[src/verilog/ctwd_pkg.sv]
// Package of constants for the clock timer and watchdog block
package ctwd_pkg;
  // Register byte addresses (index times four)
  localparam logic [15:0] CTWD_IDX_WDCTL  = 16'hFF07;
  localparam logic [15:0] CTWD_IDX_MASK   = 16'hFFE6;
  localparam logic [15:0] CTWD_IDX_FLAG   = 16'hFFF6;
  localparam logic [17:0] CTWD_ADDR_WDCTL = {CTWD_IDX_WDCTL, 2'b00};
  localparam logic [17:0] CTWD_ADDR_MASK  = {CTWD_IDX_MASK, 2'b00};
  localparam logic [17:0] CTWD_ADDR_FLAG  = {CTWD_IDX_FLAG, 2'b00};
  localparam logic [17:0] CTWD_ADDR_STAT  = 18'h00010;
  // Field positions
  localparam int CTWD_BIT_RESTART = 0;
  localparam int CTWD_BIT_ENABLE  = 1;
  localparam int CTWD_BIT_MASK    = 0;
  localparam int CTWD_BIT_FLAG    = 0;
  // Reset values
  localparam logic CTWD_RST_ENABLE = 1'b1;
  localparam logic CTWD_RST_MASK   = 1'b0;
  localparam logic CTWD_RST_FLAG   = 1'b0;
  // Prescaler divide base, counter and setting widths, NMI vector
  localparam int CTWD_PRS_BASE   = 2048;
  localparam int CTWD_TMR_WIDTH  = 8;
  localparam int CTWD_WD_WIDTH   = 2;
  localparam int CTWD_PRESCALER_SETTING_WIDTH = 4;
  localparam logic [15:0] CTWD_NMI_VECTOR = 16'h0100;
endpackage

[src/verilog/ctwd_timer.sv]
// Clock timer with one-second tick and program-overrun watchdog
// Function
// Eight-bit up-counter at prescaled 256 Hz rate
// Input rate is oscillator over 2048 times n
// Counts in halt, stops while sleeping
// Tick falling edge sets flag, requests interrupt
// Mask gates request only, flag always set
// Watchdog is two-bit counter on tick
// Watchdog overflow issues non-maskable interrupt
// Watchdog enabled after reset; software may disable
// Restart write clears watchdog counter
// Restart to overflow three to four periods
// Watchdog counts in halt; NMI releases halt
// Watchdog held cleared during sleep
// NMI ignores I flag, waits stack pointer pair
// NMI vectors to address 0100H
// Enable read/write reset one, restart reads zero
// Mask bit 0 read/write, resets zero
// Unused bits ignore writes, read zero
// Flag cleared by writing one
// Restart resumes immediately; disabled means no count
// Reset clears both counters
`timescale 1ns/1ps
module ctwd_timer
  import ctwd_pkg::*;
#(
  parameter int PRS_BASE = CTWD_PRS_BASE
) (
  input  wire logic        sys_clk,
  input  wire logic        rst_n,
  input  wire logic        clk_en,
  input  wire logic [17:0] avs_address,
  input  wire logic        avs_read,
  input  wire logic        avs_write,
  input  wire logic [31:0] avs_writedata,
  input  wire logic [3:0]  avs_byteenable,
  output logic      [31:0] avs_readdata,
  output logic             avs_waitrequest,
  output logic      [1:0]  avs_response,
  input  wire logic [3:0]  prescaler_setting,
  input  wire logic        sleep_mode,
  input  wire logic        stack_pointer_low_half,
  input  wire logic        stack_pointer_high_half,
  output logic             second_tick_irq,
  output logic             watchdog_nmi,
  output logic      [15:0] nmi_vector,
  output logic             halt_release
);

  ////////////////////////////////////////////////////////////////////////////
  // Input synchronisers for pins from the core's slower domains
  logic [1:0] sleep_sync_r;
  logic [1:0] spl_sync_r;
  logic [1:0] sph_sync_r;
  always_ff @(posedge sys_clk or negedge rst_n) begin
    if (!rst_n) begin
      sleep_sync_r <= 2'h0;
      spl_sync_r   <= 2'h0;
      sph_sync_r   <= 2'h0;
    end else if (clk_en) begin
      sleep_sync_r <= {sleep_sync_r[0], sleep_mode};
      spl_sync_r   <= {spl_sync_r[0], stack_pointer_low_half};
      sph_sync_r   <= {sph_sync_r[0], stack_pointer_high_half};
    end
  end
  wire sleeping = sleep_sync_r[1];

  ////////////////////////////////////////////////////////////////////////////
  // Bus decode; one wait cycle so reads come from a registered answer
  logic ack_r;
  wire  req       = avs_read | avs_write;
  wire  hit_wdctl = avs_address == CTWD_ADDR_WDCTL;
  wire  hit_mask  = avs_address == CTWD_ADDR_MASK;
  wire  hit_flag  = avs_address == CTWD_ADDR_FLAG;
  wire  hit_stat  = avs_address == CTWD_ADDR_STAT;
  wire  hit_any   = hit_wdctl | hit_mask | hit_flag | hit_stat;
  wire  lane0     = avs_byteenable[0];
  wire  wr_go     = avs_write & ack_r & lane0;
  wire  wr_wdctl  = wr_go & hit_wdctl;
  wire  wr_mask   = wr_go & hit_mask;
  wire  wr_flag   = wr_go & hit_flag;
  assign avs_waitrequest = req & ~ack_r;

  always_ff @(posedge sys_clk or negedge rst_n) begin
    if (!rst_n) ack_r <= 1'b0;
    else if (clk_en) ack_r <= req & ~ack_r;
  end

  ////////////////////////////////////////////////////////////////////////////
  // Prescaler: divide by PRS_BASE times (setting + 1)
  localparam int PW = $clog2(PRS_BASE * 16) + 1;
  logic [PW-1:0] prs_cnt_r;
  wire  [PW-1:0] prs_n     = PW'(prescaler_setting) + PW'(1);
  wire  [PW-1:0] prs_limit = PW'(PRS_BASE) * prs_n - PW'(1);
  wire           prs_tick  = prs_cnt_r >= prs_limit;

  always_ff @(posedge sys_clk or negedge rst_n) begin
    if (!rst_n) prs_cnt_r <= '0;
    else if (clk_en && !sleeping) prs_cnt_r <= prs_tick ? '0 : prs_cnt_r + PW'(1);
  end

  ////////////////////////////////////////////////////////////////////////////
  // Clock timer; its top bit is the 1 Hz signal
  logic [CTWD_TMR_WIDTH-1:0] tmr_r;
  wire  [CTWD_TMR_WIDTH-1:0] tmr_nxt = tmr_r + CTWD_TMR_WIDTH'(1);
  wire  tmr_advance = clk_en & ~sleeping & prs_tick;
  wire  sec_fall    = tmr_advance & tmr_r[CTWD_TMR_WIDTH-1]
                      & ~tmr_nxt[CTWD_TMR_WIDTH-1];

  always_ff @(posedge sys_clk or negedge rst_n) begin
    if (!rst_n) tmr_r <= '0;
    else if (tmr_advance) tmr_r <= tmr_nxt;
  end

  ////////////////////////////////////////////////////////////////////////////
  // Control registers
  logic wd_enable_r;
  logic mask_r;
  logic flag_r;
  always_ff @(posedge sys_clk or negedge rst_n) begin
    if (!rst_n) begin
      wd_enable_r <= CTWD_RST_ENABLE;
      mask_r      <= CTWD_RST_MASK;
    end else if (clk_en) begin
      if (wr_wdctl) wd_enable_r <= avs_writedata[CTWD_BIT_ENABLE];
      if (wr_mask)  mask_r      <= avs_writedata[CTWD_BIT_MASK];
    end
  end

  // Set beats a same-cycle clear so no tick is lost
  wire flag_clr = wr_flag & avs_writedata[CTWD_BIT_FLAG];
  always_ff @(posedge sys_clk or negedge rst_n) begin
    if (!rst_n) flag_r <= CTWD_RST_FLAG;
    else if (clk_en) begin
      if (sec_fall) flag_r <= 1'b1;
      else if (flag_clr) flag_r <= 1'b0;
    end
  end
  assign second_tick_irq = flag_r & mask_r;

  ////////////////////////////////////////////////////////////////////////////
  // Watchdog counter and overflow
  logic [CTWD_WD_WIDTH-1:0] wd_r;
  logic                     nmi_r;
  wire  wd_restart = wr_wdctl & avs_writedata[CTWD_BIT_RESTART];
  wire  wd_count   = sec_fall & wd_enable_r;
  wire  wd_ovf     = wd_count & (&wd_r);
  always_ff @(posedge sys_clk or negedge rst_n) begin
    if (!rst_n) wd_r <= '0;
    else if (clk_en) begin
      if (sleeping || wd_restart) wd_r <= '0;
      else if (wd_count) wd_r <= wd_r + CTWD_WD_WIDTH'(1);
    end
  end

  // NMI stays pending until the stack pointer pair is written
  logic sp_low_seen_r;
  logic sp_ready_r;
  always_ff @(posedge sys_clk or negedge rst_n) begin
    if (!rst_n) begin
      sp_low_seen_r <= 1'b0;
      sp_ready_r    <= 1'b0;
    end else if (clk_en) begin
      if (spl_sync_r[1]) begin
        sp_low_seen_r <= 1'b1;
        sp_ready_r    <= 1'b0;
      end
      if (sph_sync_r[1] && sp_low_seen_r) sp_ready_r <= 1'b1;
    end
  end

  logic nmi_pend_r;
  always_ff @(posedge sys_clk or negedge rst_n) begin
    if (!rst_n) begin
      nmi_pend_r <= 1'b0;
      nmi_r      <= 1'b0;
    end else if (clk_en) begin
      nmi_r <= 1'b0;
      if (wd_ovf) nmi_pend_r <= 1'b1;
      else if (nmi_pend_r && sp_ready_r && wd_enable_r) begin
        nmi_pend_r <= 1'b0;
        nmi_r      <= 1'b1;
      end
      if (!wd_enable_r) nmi_pend_r <= 1'b0;
    end
  end
  assign watchdog_nmi = nmi_r;
  assign halt_release = nmi_r;
  assign nmi_vector   = CTWD_NMI_VECTOR;

  ////////////////////////////////////////////////////////////////////////////
  // Read data; unused bits and restart read zero
  logic [31:0] rdata_r;
  wire  [31:0] rd_wdctl = 32'(wd_enable_r) << CTWD_BIT_ENABLE;
  wire  [31:0] rd_mask  = 32'(mask_r) << CTWD_BIT_MASK;
  wire  [31:0] rd_flag  = 32'(flag_r) << CTWD_BIT_FLAG;
  wire  [31:0] rd_stat  = {20'h00000, nmi_pend_r, sp_ready_r, wd_r, tmr_r};
  wire  [31:0] rd_mux   = hit_wdctl ? rd_wdctl :
                          hit_mask  ? rd_mask  :
                          hit_flag  ? rd_flag  :
                          hit_stat  ? rd_stat  : 32'h00000000;
  logic [1:0]  resp_r;
  always_ff @(posedge sys_clk or negedge rst_n) begin
    if (!rst_n) begin
      rdata_r <= 32'h00000000;
      resp_r  <= 2'h0;
    end else if (clk_en) begin
      rdata_r <= (avs_read & ~ack_r) ? rd_mux : 32'h00000000;
      resp_r  <= (req & ~ack_r & ~hit_any) ? 2'h2 : 2'h0;
    end
  end
  assign avs_readdata = rdata_r;
  assign avs_response = resp_r;

  ////////////////////////////////////////////////////////////////////////////
  // Checks
  a_flag_on_tick: assert property (@(posedge sys_clk) disable iff (!rst_n)
    sec_fall |=> flag_r) else $error("flag not set on tick");
  a_mask_gates_irq: assert property (@(posedge sys_clk) disable iff (!rst_n)
    !mask_r |-> !second_tick_irq) else $error("masked irq seen");
  a_restart_clears: assert property (@(posedge sys_clk) disable iff (!rst_n)
    (clk_en && wd_restart) |=> wd_r == '0) else $error("restart failed");
  a_sleep_holds_wd: assert property (@(posedge sys_clk) disable iff (!rst_n)
    (clk_en && sleeping) |=> wd_r == '0) else $error("wd count in sleep");
  a_sleep_stops_tmr: assert property (@(posedge sys_clk) disable iff (!rst_n)
    sleeping |=> $stable(tmr_r)) else $error("timer ran in sleep");
  a_disabled_no_nmi: assert property (@(posedge sys_clk) disable iff (!rst_n)
    !wd_enable_r |=> !watchdog_nmi) else $error("nmi while disabled");
  a_nmi_needs_sp: assert property (@(posedge sys_clk) disable iff (!rst_n)
    watchdog_nmi |-> $past(sp_ready_r)) else $error("nmi before sp pair");
  a_ovf_pends: assert property (@(posedge sys_clk) disable iff (!rst_n)
    (clk_en && wd_ovf) |=> nmi_pend_r) else $error("overflow lost");
  a_flag_clear: assert property (@(posedge sys_clk) disable iff (!rst_n)
    (clk_en && flag_clr && !sec_fall) |=> !flag_r) else $error("flag clear");

  ////////////////////////////////////////////////////////////////////////////
  // Further checks on counting, register and interrupt behaviour
  // Timer steps by one on every prescaler tick
  a_tmr_steps: assert property (@(posedge sys_clk) disable iff (!rst_n)
    tmr_advance
    |=> tmr_r == $past(tmr_nxt))
    else $error("timer step wrong");

  // Timer holds between prescaler ticks
  a_tmr_idle: assert property (@(posedge sys_clk) disable iff (!rst_n)
    !tmr_advance
    |=> $stable(tmr_r))
    else $error("timer moved without tick");

  // Prescaler wraps to zero at its limit
  a_prs_wrap: assert property (@(posedge sys_clk) disable iff (!rst_n)
    (clk_en && !sleeping && prs_tick)
    |=> prs_cnt_r == '0)
    else $error("prescaler did not wrap");

  // Prescaler counts up below its limit
  a_prs_count: assert property (@(posedge sys_clk) disable iff (!rst_n)
    (clk_en && !sleeping && !prs_tick)
    |=> prs_cnt_r == $past(prs_cnt_r) + PW'(1))
    else $error("prescaler count wrong");

  // Oscillator stopped: prescaler frozen too
  a_prs_frozen: assert property (@(posedge sys_clk) disable iff (!rst_n)
    (clk_en && sleeping)
    |=> $stable(prs_cnt_r))
    else $error("prescaler ran in sleep");

  // An unmasked pending flag always reaches the core
  a_irq_follows: assert property (@(posedge sys_clk) disable iff (!rst_n)
    (mask_r && flag_r)
    |-> second_tick_irq)
    else $error("unmasked irq missing");

  // Flag is set even while the request is masked
  a_flag_masked: assert property (@(posedge sys_clk) disable iff (!rst_n)
    (clk_en && sec_fall && !mask_r)
    |=> flag_r)
    else $error("masked tick lost flag");

  // Watchdog advances by one per enabled tick
  a_wd_step: assert property (@(posedge sys_clk) disable iff (!rst_n)
    (clk_en && wd_count && !sleeping && !wd_restart && !(&wd_r))
    |=> wd_r == $past(wd_r) + CTWD_WD_WIDTH'(1))
    else $error("watchdog step wrong");

  // Overflow wraps the watchdog to zero
  a_ovf_wraps: assert property (@(posedge sys_clk) disable iff (!rst_n)
    (clk_en && wd_ovf && !sleeping && !wd_restart)
    |=> wd_r == '0)
    else $error("watchdog did not wrap");

  // Disabling drops any pending interrupt
  a_wd_off_drops: assert property (@(posedge sys_clk) disable iff (!rst_n)
    (clk_en && !wd_enable_r)
    |=> !nmi_pend_r)
    else $error("pending nmi kept while disabled");

  // Disabled watchdog does not count
  a_wd_stalls: assert property (@(posedge sys_clk) disable iff (!rst_n)
    (clk_en && !wd_enable_r && !sleeping && !wd_restart)
    |=> $stable(wd_r))
    else $error("disabled watchdog counted");

  // Interrupt is a single-cycle pulse
  a_nmi_pulse: assert property (@(posedge sys_clk) disable iff (!rst_n)
    (clk_en && watchdog_nmi)
    |=> !watchdog_nmi)
    else $error("nmi longer than one cycle");

  // No interrupt before the stack pointer pair
  a_nmi_waits_sp: assert property (@(posedge sys_clk) disable iff (!rst_n)
    (clk_en && !sp_ready_r)
    |=> !watchdog_nmi)
    else $error("nmi without sp pair");

  // Pending interrupt is delivered once the pair is in
  a_nmi_fires: assert property (@(posedge sys_clk) disable iff (!rst_n)
    (clk_en && nmi_pend_r && sp_ready_r && wd_enable_r && !wd_ovf)
    |=> watchdog_nmi)
    else $error("pending nmi not sent");

  // The interrupt also wakes a halted core
  a_halt_with_nmi: assert property (@(posedge sys_clk) disable iff (!rst_n)
    watchdog_nmi
    |-> halt_release)
    else $error("nmi without halt release");

  // A fresh low half cancels readiness until the high half follows
  a_sp_pair: assert property (@(posedge sys_clk) disable iff (!rst_n)
    (clk_en && spl_sync_r[1])
    |=> !sp_ready_r)
    else $error("sp ready without pair");

  // Enable bit takes written value
  a_enable_write: assert property (@(posedge sys_clk) disable iff (!rst_n)
    (clk_en && wr_wdctl)
    |=> wd_enable_r == $past(avs_writedata[CTWD_BIT_ENABLE]))
    else $error("enable write lost");

  // Mask bit takes written value
  a_mask_write: assert property (@(posedge sys_clk) disable iff (!rst_n)
    (clk_en && wr_mask)
    |=> mask_r == $past(avs_writedata[CTWD_BIT_MASK]))
    else $error("mask write lost");

  // Writing zero to the flag changes nothing
  a_flag_zero_noop: assert property (@(posedge sys_clk) disable iff (!rst_n)
    (clk_en && wr_flag && !avs_writedata[CTWD_BIT_FLAG] && !sec_fall)
    |=> $stable(flag_r))
    else $error("zero write moved flag");

  // Restart bit always reads as zero
  a_restart_reads0: assert property (@(posedge sys_clk) disable iff (!rst_n)
    (avs_read && ack_r && hit_wdctl)
    |-> !avs_readdata[CTWD_BIT_RESTART])
    else $error("restart bit read as one");

  // Unused control bits read as zero
  a_unused_zero: assert property (@(posedge sys_clk) disable iff (!rst_n)
    (avs_read && ack_r && !hit_stat)
    |-> avs_readdata[31:CTWD_BIT_ENABLE+1] == '0)
    else $error("unused bits not zero");

  // Exactly one wait cycle per request
  a_one_wait: assert property (@(posedge sys_clk) disable iff (!rst_n)
    (clk_en && req && avs_waitrequest)
    |=> !avs_waitrequest)
    else $error("more than one wait cycle");

  // Unmapped addresses answer with an error code
  a_unmapped_resp: assert property (@(posedge sys_clk) disable iff (!rst_n)
    (clk_en && req && !ack_r && !hit_any)
    |=> avs_response == 2'h2)
    else $error("unmapped access not flagged");

endmodule

[config.mk]
export PLATFORM = sky130hd
export DESIGN_NAME = ctwd_timer
export DESIGN_NICKNAME = d
export VERILOG_FILES = /design/src/verilog/ctwd_pkg.sv /design/src/verilog/ctwd_timer.sv
export SDC_FILE = /design/constraint.sdc
export NUM_CORES = 1
export LEC_CHECK = 0
export BUFFER_PORTS_ARGS = -buffer_cell sky130_fd_sc_hd__buf_2
export CORE_UTILIZATION = 44
export CTS_CLUSTER_SIZE = 30
export DETAILED_ROUTE_END_ITERATION = 12
export MAX_ROUTING_LAYER = met4
export PLACE_DENSITY = 0.76
export SETUP_SLACK_MARGIN = 0.3
export SLEW_MARGIN = 10
export SYNTH_ARGS = -nofsm -noshare
export SYNTH_HDL_FRONTEND = slang
export SYNTH_SLANG_ARGS = --single-unit
[constraint.sdc]
create_clock -name sys_clk -period 1.8 [get_ports sys_clk]
set_input_delay 0.09 -clock sys_clk [delete_from_list [all_inputs] [get_ports sys_clk]]
set_output_delay 0.09 -clock sys_clk [all_outputs]
set_load 0.005 [all_outputs]
* Word-level counts from Yosys, hierarchy flattened
Index checks and enable logic that the tools add are counted.
** Word-level totals
- Register bits :: 74
- Input bits :: 66
- Output and inout bits :: 54
- Logic and storage cells :: 87
** Cells by class
- Add/subtract/negate cells :: 5
- $lt $le $gt $ge :: 1
- Eq/ne operators :: 5
- Mux-type cells :: 18
- Bitwise gates (word level) :: 25
- Reductions and logical operators :: 17
** Operators with widths (count)
- $mux W12 :: 5
- $eq A18 B18 Y1 const B :: 3
- $eq A18 B5 Y1 const B :: 1
- $and A1 B1 Y1 :: 17
- $add A16 B1 Y16 const B :: 1
- $ge A16 B16 Y1 :: 1
- $mux W16 :: 1
- $reduce_and A2 Y1 :: 8
- $sub A16 B1 Y16 const B :: 1
- $mux W1 :: 9
- $add A8 B1 Y8 const B :: 1
- $mux W2 :: 3
- $reduce_bool A2 Y1 :: 3
- $add A4 B1 Y5 const B :: 1
- $logic_and A1 B1 Y1 :: 4
- $not A1 Y1 :: 4
- $or A1 B1 Y1 :: 4
- $ne A3 B1 Y1 const B :: 1
- $add A2 B1 Y2 const B :: 1
- $logic_not A1 Y1 :: 1
- $logic_or A1 B1 Y1 :: 1

* Depth between registers and ports, before layout
Gate-level depths: netlist of the first run.
- Word-level depth :: 10
- Mapped depth :: 13
- Gate-level depth less buffers :: 12

* Least setup slack after synthesis of the first run
OpenSTA, ideal clock, no wires.
- Kind :: in2reg
- From :: input prescaler_setting[0]
- To :: register tmr_r[4]
- Arrival time :: 2.166 ns
- Required time :: 1.677 ns
- Path slack :: -0.489 ns
- Stages on the path :: 13
- Buffers on the path :: 1
- Cell sequence :: ha_1 > nor2_1 > nand2_1 > a21oi_1 > o21ai_0 > xor2_1 > ha_1 > o21ai_0 > o21ai_0 > o211a_2 > buf_4 > nand4_1 > xnor2_1
** Between the ends
- Word-level cells in the longest chain between the ends :: 4
** Ends and longest elaborated chain
- from (decl) :: line ctwd_timer.sv:40 : input wire logic [3:0] prescaler_setting,
- $add A4 B1 Y5 :: line ctwd_timer.sv:93 : wire [PW-1:0] prs_n = PW'(prescaler_setting) + PW'(1);
- $sub A16 B1 Y16 :: line ctwd_timer.sv:94 : wire [PW-1:0] prs_limit = PW'(PRS_BASE) * prs_n - PW'(1);
- $ge A16 B16 Y1 :: line ctwd_timer.sv:95 : wire prs_tick = prs_cnt_r >= prs_limit;
- $and A1 B1 Y1 :: line ctwd_timer.sv:106 : wire tmr_advance = clk_en & ~sleeping & prs_tick;
- to (signal assigned) :: line ctwd_timer.sv:112 : else if (tmr_advance) tmr_r <= tmr_nxt;
- to (decl) :: line ctwd_timer.sv:104 : logic [CTWD_TMR_WIDTH-1:0] tmr_r;
No other way between the ends.
A chain may end at the register's enable or synchronous reset.

* Worst setup path after layout of the first run
- From :: input prescaler_setting[0]
- To :: register wd_r[0]
** Between the ends
- Word-level cells in the longest chain between the ends :: 9
** Ends and longest elaborated chain
- $add A4 B1 Y5 :: line ctwd_timer.sv:93
- $sub A16 B1 Y16 :: line ctwd_timer.sv:94
- $ge A16 B16 Y1 :: line ctwd_timer.sv:95
- $and A1 B1 Y1 :: line ctwd_timer.sv:106
- $and A1 B1 Y1 :: line ctwd_timer.sv:107 : wire sec_fall = tmr_advance & tmr_r[CTWD_TMR_WIDTH-1]
- $and A1 B1 Y1 :: line ctwd_timer.sv:108 : & ~tmr_nxt[CTWD_TMR_WIDTH-1];
- $and A1 B1 Y1 :: line ctwd_timer.sv:146 : wire wd_count = sec_fall & wd_enable_r;
- $reduce_bool A2 Y1 (no line)
- $reduce_and A2 Y1 (no line)
- to (signal assigned) :: line ctwd_timer.sv:152 : else if (wd_count) wd_r <= wd_r + CTWD_WD_WIDTH'(1);
- to (decl) :: line ctwd_timer.sv:143 : logic [CTWD_WD_WIDTH-1:0] wd_r;
No other way between the ends.

==> flow_summary_export.csv, run 1 <==
group,metric,value,unit
run_status,outcome,"finished, violations left",
run_status,failed_checks,"design-rule violations, negative setup slack",
timing,min_period_over_period,1.10,
clock_tree,clkTransAtPathRegs,0.09,ns
synth,synth_cell_types,48,
detailed_routing,drt_iter0_drc,133,
detailed_routing,num_vias,2379,
flow_run,maxCapViolations,0,
clock_tree,clockBufferDepth,2,
clock_tree,root_buffer,"clkbuf_8",
floorplan,ios,120,
hold_path,hold_class,"input port to register",
critical_path,cp-end-kind,"register",
synth,netlist_instances,290,
synth,syn_area,0.00302,mm²
cells_and_area,final_nets,449,
clock_tree,cts_inserted_buffers,5,
grt,track_usage,0.186,
cells_and_area,multiInputGateArea,0.00175,mm²
detailed_routing,routed_wl,6.60,mm
synth,async_flop_share,1.00,
timing,hold_ws,0.0150,ns
synth,ys_ff_latch,53,
clock_tree,cts_sinks,53,
timing,finalHoldViolations,0,
critical_path,cp_data_arrival_time,2.17,ns
timing,slew_headroom,0.610,
synth,synth-edff-count,0,
critical_path,crit_type,"input port to register",
critical_path,start_kind,"input port",
cells_and_area,fillers,549,
critical_path,slowest_stage,"ha_2",
placement,placed_cells,438,
synth,seq_area_frac_synth,0.439,
critical_path,crit_buf_inv,1,
critical_path,required,1.99,ns
grt,grt_overflow,0,
timing,fin_crit,1.97,ns
floorplan,core,0.00649,mm²
cells_and_area,drive_gt1_frac,0.384,
critical_path,r2r_slack,-0.15,ns
synth,synth.avg_cell_area,10.4,µm²
timing,setup_slack,-0.174,ns
timing,max_freq,507,MHz
detailed_routing,drt-pass1-iter-count,10,
power_and_ir_drop,p_leak,0.00189,µW
floorplan,dieArea,0.00721,mm²
timing,finClkSkew,0.00754,ns
power_and_ir_drop,power.density,668,mW/mm²
detailed_routing,route.detailed.drc,10,
clock_tree,cts_tree,"built",
floorplan,fp-row-count,29,
detailed_routing,wl_per_cell,14.6,µm
critical_path,cp_max_fo,4,
placement,place_congestion,0.848,
synth,ys.warnings.count,0,
clock_tree,cts_max_level,2,
critical_path,cpPeakStageDelay,0.36,ns
cells_and_area,regArea,0.00133,mm²
timing,tightest_slew,0.585,ns
floorplan,initial_core_util,0.466,
placement,dp.final_hpwl,4.50,mm
clock_tree,clock_latency,0.30,ns
grt,grt_pass1_vias,2289,
grt,antenna_found_initial,0,
power_and_ir_drop,ir_worst_vdd,0.000568,V
floorplan,die_w,84.9,µm
cells_and_area,area_growth,28.8,%
timing,rsz0062_at_grt,"yes",
power_and_ir_drop,total_power,2600,µW
synth,synth_ff_type,"dfrtp_1",
grt,grt_max_degree,30,
cells_and_area,final-instance-count-excl-fill,452,
detailed_routing,via_per_inst,5.26,
critical_path,critPathTopFamily,"compound AO/OA/AOI/OAI gates",
cells_and_area,num_antenna_cells,0,
grt,grt_pass1_wl,10.4,mm
timing,slew_viol_final,0,
placement,portBuffers,49,
critical_path,crit_chain,"buf_8 -> ha_4 -> nor2_4 -> nand2_2 -> a21oi_2 -> o21ai_2 -> xor2_1 -> ha_2 -> a41oi_2 -> o21ai_4 -> o211ai_1 -> and3_1 -> a211o_1",
timing,setup_viol,28,
floorplan,fp.dieH,84.9,µm
detailed_routing,ant_nets,0,
==> Yosys cell counts (2+ instances only) <==
cell type	count	area, µm²
dfrtp_1	52	1300
nor4_4	3	63.8
and4b_1	3	30.0
ha_1	9	113
buf_2	2	10.0
nand2_1	16	60.1
xnor2_1	10	87.6
mux2_2	10	113
nand3_1	17	85.1
xor2_1	12	105
buf_4	40	300
conb_1	2	7.51
nor4b_1	2	17.5
nor2_1	23	86.3
nand3b_1	2	15.0
o211ai_1	3	22.5
a22o_1	10	87.6
nor3_1	3	15.0
a211oi_1	2	15.0
o2bb2ai_1	3	26.3
nand4_1	12	75.1
a211o_1	2	17.5
inv_1	6	22.5
a22oi_1	2	15.0
nand2b_1	3	18.8
and2_1	2	12.5
o21ai_0	7	35.0
a21oi_1	2	10.0
and4_1	4	35.0
and3_1	8	50.1
==> area by class of cell <==
type,count,share of cell area
clock buffers,6,0.0212
clock inverters,2,0.00353
inverters,7,0.00675
multi-input cells,222,0.450
flip-flops and latches,53,0.341
well taps,77,0.0247
repair buffers,85,0.153
==> cells by family (layout without fill, tap and decap cells) <==
| group | count (synthesis) | in the layout | share of synthesized area |
|---|---|---|---|
| other | 2 | 37 | 0.00248 |
| AO/OA/AOI/OAI | 38 | 39 | 0.0972 |
| adder cells (fa/ha/maj) | 9 | 9 | 0.0372 |
| XOR/XNOR | 22 | 22 | 0.0637 |
| flip-flops | 53 | 53 | 0.439 |
| AND/OR/NAND/NOR | 103 | 103 | 0.202 |
| buffers and inverters | 51 | 100 | 0.114 |
| multiplexers | 12 | 12 | 0.0443 |
==> repair_timing <==
item | CTS | global route
gates cloned | 1 | 1
resized for setup | 19 | 43
pin swaps | 11 | 6
endpoints found under the hold margin | 23 | 0
setup buffers | 0 | 3
hold buffers | 1 | 0
setup endpoints to repair | 29 | 39
==> power breakdown <==
part | switching, µW | total (µW) | internal [µW] | leakage [µW]
clock network | 390 | 702 | 313 | 0.0000512
registers | 74.4 | 1360 | 1290 | 0.000700
logic | 274 | 539 | 265 | 0.00113
==> cell usage in the layout (no fill, tap or decap), types with 4 or more instances in the layout <==
cell      count
nor2_1        9
nand2_1      14
buf_4        29
nand3_2       4
a22o_1       10
and4_1        4
nor4_4        4
buf_6         5
and3_1        7
xor2_1       11
buf_2        46
xnor2_1       9
conb_1       37
mux2_2        9
ha_1          7
nand3_1      13
clkbuf_8      6
dfrtp_1      52
nand4_1      12
inv_1         6
nor2_4       14
==> final timing paths <==
kind                            endpoint  cells after the start                   start
setup / recovery                 wd_r[0]                     13    prescaler_setting[0]
min in group asynchronous   halt_release                      2                   rst_n
max in group asynchronous       tmr_r[4]                      3                   rst_n
hold reg to reg            sp_low_seen_r                      1           sp_low_seen_r
setup reg to reg                tmr_r[1]                      5           prs_cnt_r[13]
hold / removal             spl_sync_r[0]                      2  stack_pointer_low_half
==> per-stage QoR <==
| stage | utilization | instance area, µm² | setup slack (ns) | TNS (ns) |
|---|---|---|---|---|
| 4_1_cts | 0.564 | 3660 | -0.156 | -1.27 |
| 5_1_grt | 0.599 | 3890 | -0.324 | -6.84 |
| 3_3_place_gp | 0.531 | 3450 | -0.528 | -12.93 |
| 3_5_place_dp | 0.531 | 3450 | -0.643 | -16.20 |
| 2_1_floorplan | - | 3190 | -0.274 | -6.42 |
| 6_report | 0.599 | 3890 | -0.174 | -2.42 |
==> sequential cells by signal, indices dropped and copies added, names as in the netlist <==
name	cells
prs_cnt_r	16
avs_readdata	12
tmr_r	8
sleep_sync_r	2
sph_sync_r	2
spl_sync_r	2
wd_r	2
ack_r	1
avs_response	1
flag_r	1
halt_release	1
mask_r	1
nmi_pend_r	1
sp_low_seen_r	1
sp_ready_r	1
wd_enable_r	1
==> layer usage <==
layer / vias to the layer above / track usage / part of all wire
met5: - / - / 0
li1: 1140 / - / -
met2: 48 / 0.332 / 0.54
met1: 1187 / 0.222 / 0.43
met3: 4 / 0.0302 / 0.024
met4: 0 / 0.0385 / 0.0053
No activity file was read; power rests on OpenSTA's default activity.
==> run 2: changes to the inputs <==
Settings changed: CORE_UTILIZATION 44 to 40, PLACE_DENSITY 0.76 to 0.71, SLEW_MARGIN 10 to 15.
==> flow_summary_export.csv, run 2 (synthesized netlist as in run 1, its figures left out) <==
group,metric,value,unit
hold_path,min_path_cells,2,
detailed_routing,ant_nets,0,
cells_and_area,multiInputGateArea,0.00157,mm²
floorplan,die_w,89.0,µm
cells_and_area,fillers,669,
cells_and_area,fin_util,0.504,
detailed_routing,drt_iter0_drc,80,
clock_tree,cts_tree,"built",
timing,rsz0062_at_grt,"yes",
hold_path,hold_path.startpoint,"stack_pointer_high_half",
power_and_ir_drop,p_leak,0.00181,µW
timing,setup_slack,-0.180,ns
critical_path,reg2regPathDepth,7,
cells_and_area,area_growth,21.6,%
cells_and_area,final_cell_mix,"52 x dfrtp_1, 47 x buf_2, 37 x conb_1",
hold_path,holdPathEnd,"sph_sync_r[0]",
timing,min_period_over_period,1.10,
cells_and_area,final_nets,448,
placement,dp.final_hpwl,4.59,mm
power_and_ir_drop,p_int,1830,µW
detailed_routing,routed_wl,5.99,mm
clock_tree,clkTransAtPathRegs,0.09,ns
floorplan,fp.dieH,89.0,µm
placement,portBuffers,49,
critical_path,crit_type,"input port to register",
detailed_routing,num_vias,2303,
critical_path,cp-end-kind,"register",
cells_and_area,num_antenna_cells,0,
flow_run,maxCapViolations,0,
floorplan,fp-row-count,31,
detailed_routing,via_per_inst,4.87,
critical_path,start_kind,"input port",
clock_tree,clockBufferDepth,2,
timing,slew_headroom,0.646,
critical_path,cp_max_fo,11,
timing,tightest_slew,0.531,ns
timing,finClkSkew,0.00790,ns
cells_and_area,top_register,"prs_cnt_r",
grt,grt_pass1_vias,2203,
power_and_ir_drop,netSwitchingFraction,0.271,
clock_tree,cts_sinks,53,
critical_path,r2r_slack,-0.05,ns
clock_tree,cts_max_level,2,
grt,antenna_found_initial,0,
grt,grt_overflow,0,
timing,finalHoldViolations,0,
clock_tree,clock_latency,0.30,ns
power_and_ir_drop,clkPwrFrac,0.271,
grt,track_usage,0.170,
detailed_routing,route.detailed.drc,0,
floorplan,ios,120,
cells_and_area,final_common_cell,"dfrtp_1",
timing,max_freq,505,MHz
placement,dpl_cell_area,0.00347,mm²
detailed_routing,wl_per_cell,12.7,µm
cells_and_area,fin_area,0.00368,mm²
timing,fin_crit,1.98,ns
critical_path,required,2.00,ns
run_status,failed_checks,"negative setup slack",
timing,setup_viol,29,
run_status,outcome,"finished, violations left",
floorplan,core,0.00729,mm²
critical_path,r2r-start,"prs_cnt_r[13]",
hold_path,hold_class,"input port to register",
critical_path,cp_data_arrival_time,2.18,ns
floorplan,dieArea,0.00791,mm²
detailed_routing,drt-pass1-iter-count,4,
cells_and_area,regArea,0.00133,mm²
critical_path,reg2reg_to,"nmi_pend_r",
floorplan,initial_core_util,0.415,
placement,placed_cells,461,
cells_and_area,final-instance-count-excl-fill,473,
power_and_ir_drop,power.density,684,mW/mm²
grt,grt_max_degree,24,
timing,slew_viol_final,0,
power_and_ir_drop,ir_worst_vdd,0.000616,V
cells_and_area,largest_reg_flops,16,
grt,grt_pass1_wl,10.0,mm
placement,place_congestion,0.834,
power_and_ir_drop,power_frac_seq,0.542,
clock_tree,cts_inserted_buffers,5,
power_and_ir_drop,power.switching,681,µW
power_and_ir_drop,pwr-share-comb,0.188,
cells_and_area,drive_gt1_frac,0.318,
clock_tree,root_buffer,"clkbuf_8",
timing,setup_tns,-2.49,ns
[run 2: stage by stage]
stage / setup WS, ns / hold slack (ns) / total power, µW
final: -0.180 / 0.0293 / 2510
after global routing: -0.281 / 0.0330 / 2660
after CTS: -0.0963 / 0.0246 / 2520
after detailed placement: -0.579 / 0.0962 / 1830
after global placement: -0.556 / 0.0896 / 1810
after floorplan: -0.274 / -0.206 / 1670
[run 2: cell type report]
type | instances | share of cell area
Tap cell | 99 | 0.0337
Sequential cell | 53 | 0.361
Clock buffer | 8 | 0.0245
Multi-Input combinational cell | 221 | 0.426
Timing Repair Buffer | 85 | 0.148
Inverter | 7 | 0.00714
[run 2: repair_timing]
item / CTS / global route
pin swaps: 5 / 9
hold buffers: 2 / 0
setup endpoints to repair: 29 / 33
buffers inserted: 0 / 2
resized for setup: 7 / 10
hold endpoints to repair: 22 / 0
[run 2: worst max-delay path: stages]
cell	delay, ns
buf_8	0.10
ha_4	0.24
nor2_2	0.08
nand2_1	0.05
a21oi_1	0.11
o21ai_1	0.10
xor2_1	0.17
ha_2	0.36
a41oi_2	0.16
o21ai_4	0.11
o211a_4	0.26
mux2_2	0.34
[run 2: power groups by stage]
stage / registers, µW / logic, µW / clock network [µW]
after floorplan: 1380 / 288 / 0
after global placement: 1380 / 429 / 0
after detailed placement: 1380 / 446 / 0
after CTS: 1360 / 461 / 699
after global routing: 1370 / 533 / 756
final: 1360 / 472 / 681
[run 2: worst max-delay path by stage]
stage | slack, ns | start | endpoint
after global placement | -0.56 | prescaler_setting[0] | tmr_r[1]
after global routing | -0.28 | prescaler_setting[0] | tmr_r[1]
after CTS | -0.1 | prescaler_setting[0] | wd_r[0]
after floorplan | -0.27 | prescaler_setting[0] | tmr_r[6]
after detailed placement | -0.58 | prescaler_setting[0] | tmr_r[1]
final | -0.18 | prescaler_setting[0] | tmr_r[1]
[run 2: routing by layer]
layer  vias up  wire length, µm  GRT usage
li1       1128                -          -
met1      1111             2720      0.201
met5         -                0          -
met3        14              165     0.0323
met4         0              130     0.0635
met2        50             2980      0.289
==> run 3: changes to the inputs <==
Settings changed: RECOVER_POWER set to 100, SETUP_SLACK_MARGIN 0.3 to not set.
==> flow_summary_export.csv, run 3 (synthesized netlist as in run 1, its figures left out) <==
group,metric,value,unit
floorplan,ios,120,
detailed_routing,drt-pass1-iter-count,4,
clock_tree,clock_latency,0.31,ns
detailed_routing,via_per_inst,4.93,
detailed_routing,wl_per_cell,12.8,µm
cells_and_area,multiInputGateArea,0.00155,mm²
cells_and_area,area_growth,19.3,%
critical_path,crit_chain,"buf_8 -> ha_4 -> nor2_2 -> nand2_1 -> a21oi_1 -> o21ai_1 -> xor2_1 -> ha_1 -> o21ai_2 -> o21ai_2 -> o211a_4 -> and3_4 -> a21o_1",
cells_and_area,top_register,"prs_cnt_r",
cells_and_area,final_nets,446,
placement,portBuffers,49,
hold_path,hold_path.startpoint,"sleep_mode",
power_and_ir_drop,p_int,1790,µW
power_and_ir_drop,netSwitchingFraction,0.279,
clock_tree,cts_tree,"built",
grt,grt_max_degree,26,
power_and_ir_drop,power.switching,692,µW
placement,place_congestion,0.856,
placement,dp.final_hpwl,4.56,mm
power_and_ir_drop,p_leak,0.00171,µW
timing,slew_viol_final,0,
timing,setup_viol,28,
floorplan,fp-row-count,31,
cells_and_area,largest_reg_flops,16,
floorplan,dieArea,0.00791,mm²
clock_tree,cts_inserted_buffers,5,
grt,grt.met1_usage,0.206,
cells_and_area,fin_util,0.495,
clock_tree,cts_sinks,53,
floorplan,fp.dieH,89.0,µm
run_status,failed_checks,"negative setup slack",
timing,hold_ws,0.00946,ns
detailed_routing,routed_wl,6.02,mm
run_status,outcome,"finished, violations left",
clock_tree,root_buffer,"clkbuf_8",
timing,min_period_over_period,1.11,
critical_path,r2r_slack,-0.06,ns
cells_and_area,final_common_cell,"dfrtp_1",
grt,track_usage,0.172,
timing,tightest_slew,0.734,ns
power_and_ir_drop,total_power,2480,µW
timing,max_freq,501,MHz
timing,fin_crit,2.00,ns
critical_path,slowest_stage,"ha_1",
cells_and_area,regArea,0.00133,mm²
grt,grt_pass1_wl,10.2,mm
hold_path,hold_class,"input port to register",
critical_path,reg2regPathDepth,6,
critical_path,cpPeakStageDelay,0.33,ns
timing,setup_tns,-3.08,ns
cells_and_area,fin_area,0.00361,mm²
critical_path,reg2reg_to,"nmi_pend_r",
floorplan,initial_core_util,0.415,
timing,setup_slack,-0.196,ns
clock_tree,clockBufferDepth,2,
power_and_ir_drop,power_frac_seq,0.549,
critical_path,crit_top_cell,"o21ai_2",
critical_path,crit_type,"input port to register",
grt,grt.busiest_layer,"met2",
grt,grt_overflow,0,
hold_path,min_path_cells,2,
cells_and_area,fillers,695,
clock_tree,clkTransAtPathRegs,0.10,ns
power_and_ir_drop,clkPwrFrac,0.264,
clock_tree,post-cts-setup-buffers,0,
floorplan,die_w,89.0,µm
critical_path,cp_max_fo,10,
placement,dpl_cell_area,0.00348,mm²
power_and_ir_drop,power.density,688,mW/mm²
hold_path,holdPathEnd,"sleep_sync_r[0]",
cells_and_area,final_cell_mix,"52 x dfrtp_1, 37 x conb_1, 31 x buf_2",
timing,rsz0062_at_grt,"yes",
power_and_ir_drop,pwr-share-comb,0.188,
grt,use_met2,0.292,
clock_tree,cts_max_level,2,
critical_path,required,2.01,ns
grt,grt_pass1_vias,2274,
grt,met3_usage,0.0388,
critical_path,cp_data_arrival_time,2.21,ns
power_and_ir_drop,ir_worst_vdd,0.000529,V
flow_run,maxCapViolations,0,
critical_path,crit_buf_inv,1,
timing,finClkSkew,0.0112,ns
grt,antenna_found_initial,0,
detailed_routing,drt_iter0_drc,65,
critical_path,start_kind,"input port",
cells_and_area,drive_gt1_frac,0.274,
timing,finalHoldViolations,0,
critical_path,cp-end-kind,"register",
detailed_routing,route.detailed.drc,0,
timing,slew_headroom,0.511,
critical_path,r2r-start,"prs_cnt_r[13]",
cells_and_area,num_antenna_cells,0,
detailed_routing,ant_nets,0,
floorplan,core,0.00729,mm²
critical_path,critPathTopFamily,"compound AO/OA/AOI/OAI gates",
detailed_routing,num_vias,2324,
[run 3: power groups by stage]
stage | Sequential [µW] | Clock [µW] | Combinational, µW
finish | 1360 | 654 | 466
global route | 1380 | 724 | 531
CTS | 1360 | 676 | 461
detailed placement | 1390 | 0 | 445
global placement | 1380 | 0 | 430
floorplan | 1380 | 0 | 288
[run 3: worst max-delay path by stage]
stage	start	endpoint	cells past startpoint
after detailed placement	prescaler_setting[0]	tmr_r[1]	12
after CTS	prescaler_setting[0]	wd_r[0]	13
final	prescaler_setting[0]	nmi_pend_r	13
after floorplan	prescaler_setting[0]	tmr_r[6]	13
after global routing	prescaler_setting[0]	tmr_r[1]	12
after global placement	prescaler_setting[0]	tmr_r[1]	12
[run 3: final cells by class]
| cell class | instances | share of cell area |
|---|---|---|
| clock buffer | 7 | 0.0212 |
| clock inverter | 1 | 0.00208 |
| inverter | 7 | 0.00728 |
| multi-input combinational | 221 | 0.429 |
| sequential | 53 | 0.368 |
| tap | 99 | 0.0343 |
| timing repair buffer | 83 | 0.138 |
[run 3: per-stage QoR]
step                std cells  setup WS, ns
floorplan                 325        -0.274
global placement          461        -0.540
detailed placement        461        -0.570
CTS                       471        -0.107
global route              471        -0.285
finish                    471        -0.196
[run 3: what timing repair did]
item	CTS	global route
endpoints found under the hold margin	14	0
gates resized for setup	10	11
setup endpoints to repair	28	29
hold buffers	2	0
pin swaps	5	2
[run 3: metal layers]
metal  wire, µm  part of all wire
met1       2700              0.45
met2       3080              0.51
met3        193             0.032
met4         44            0.0073
met5          0                 0
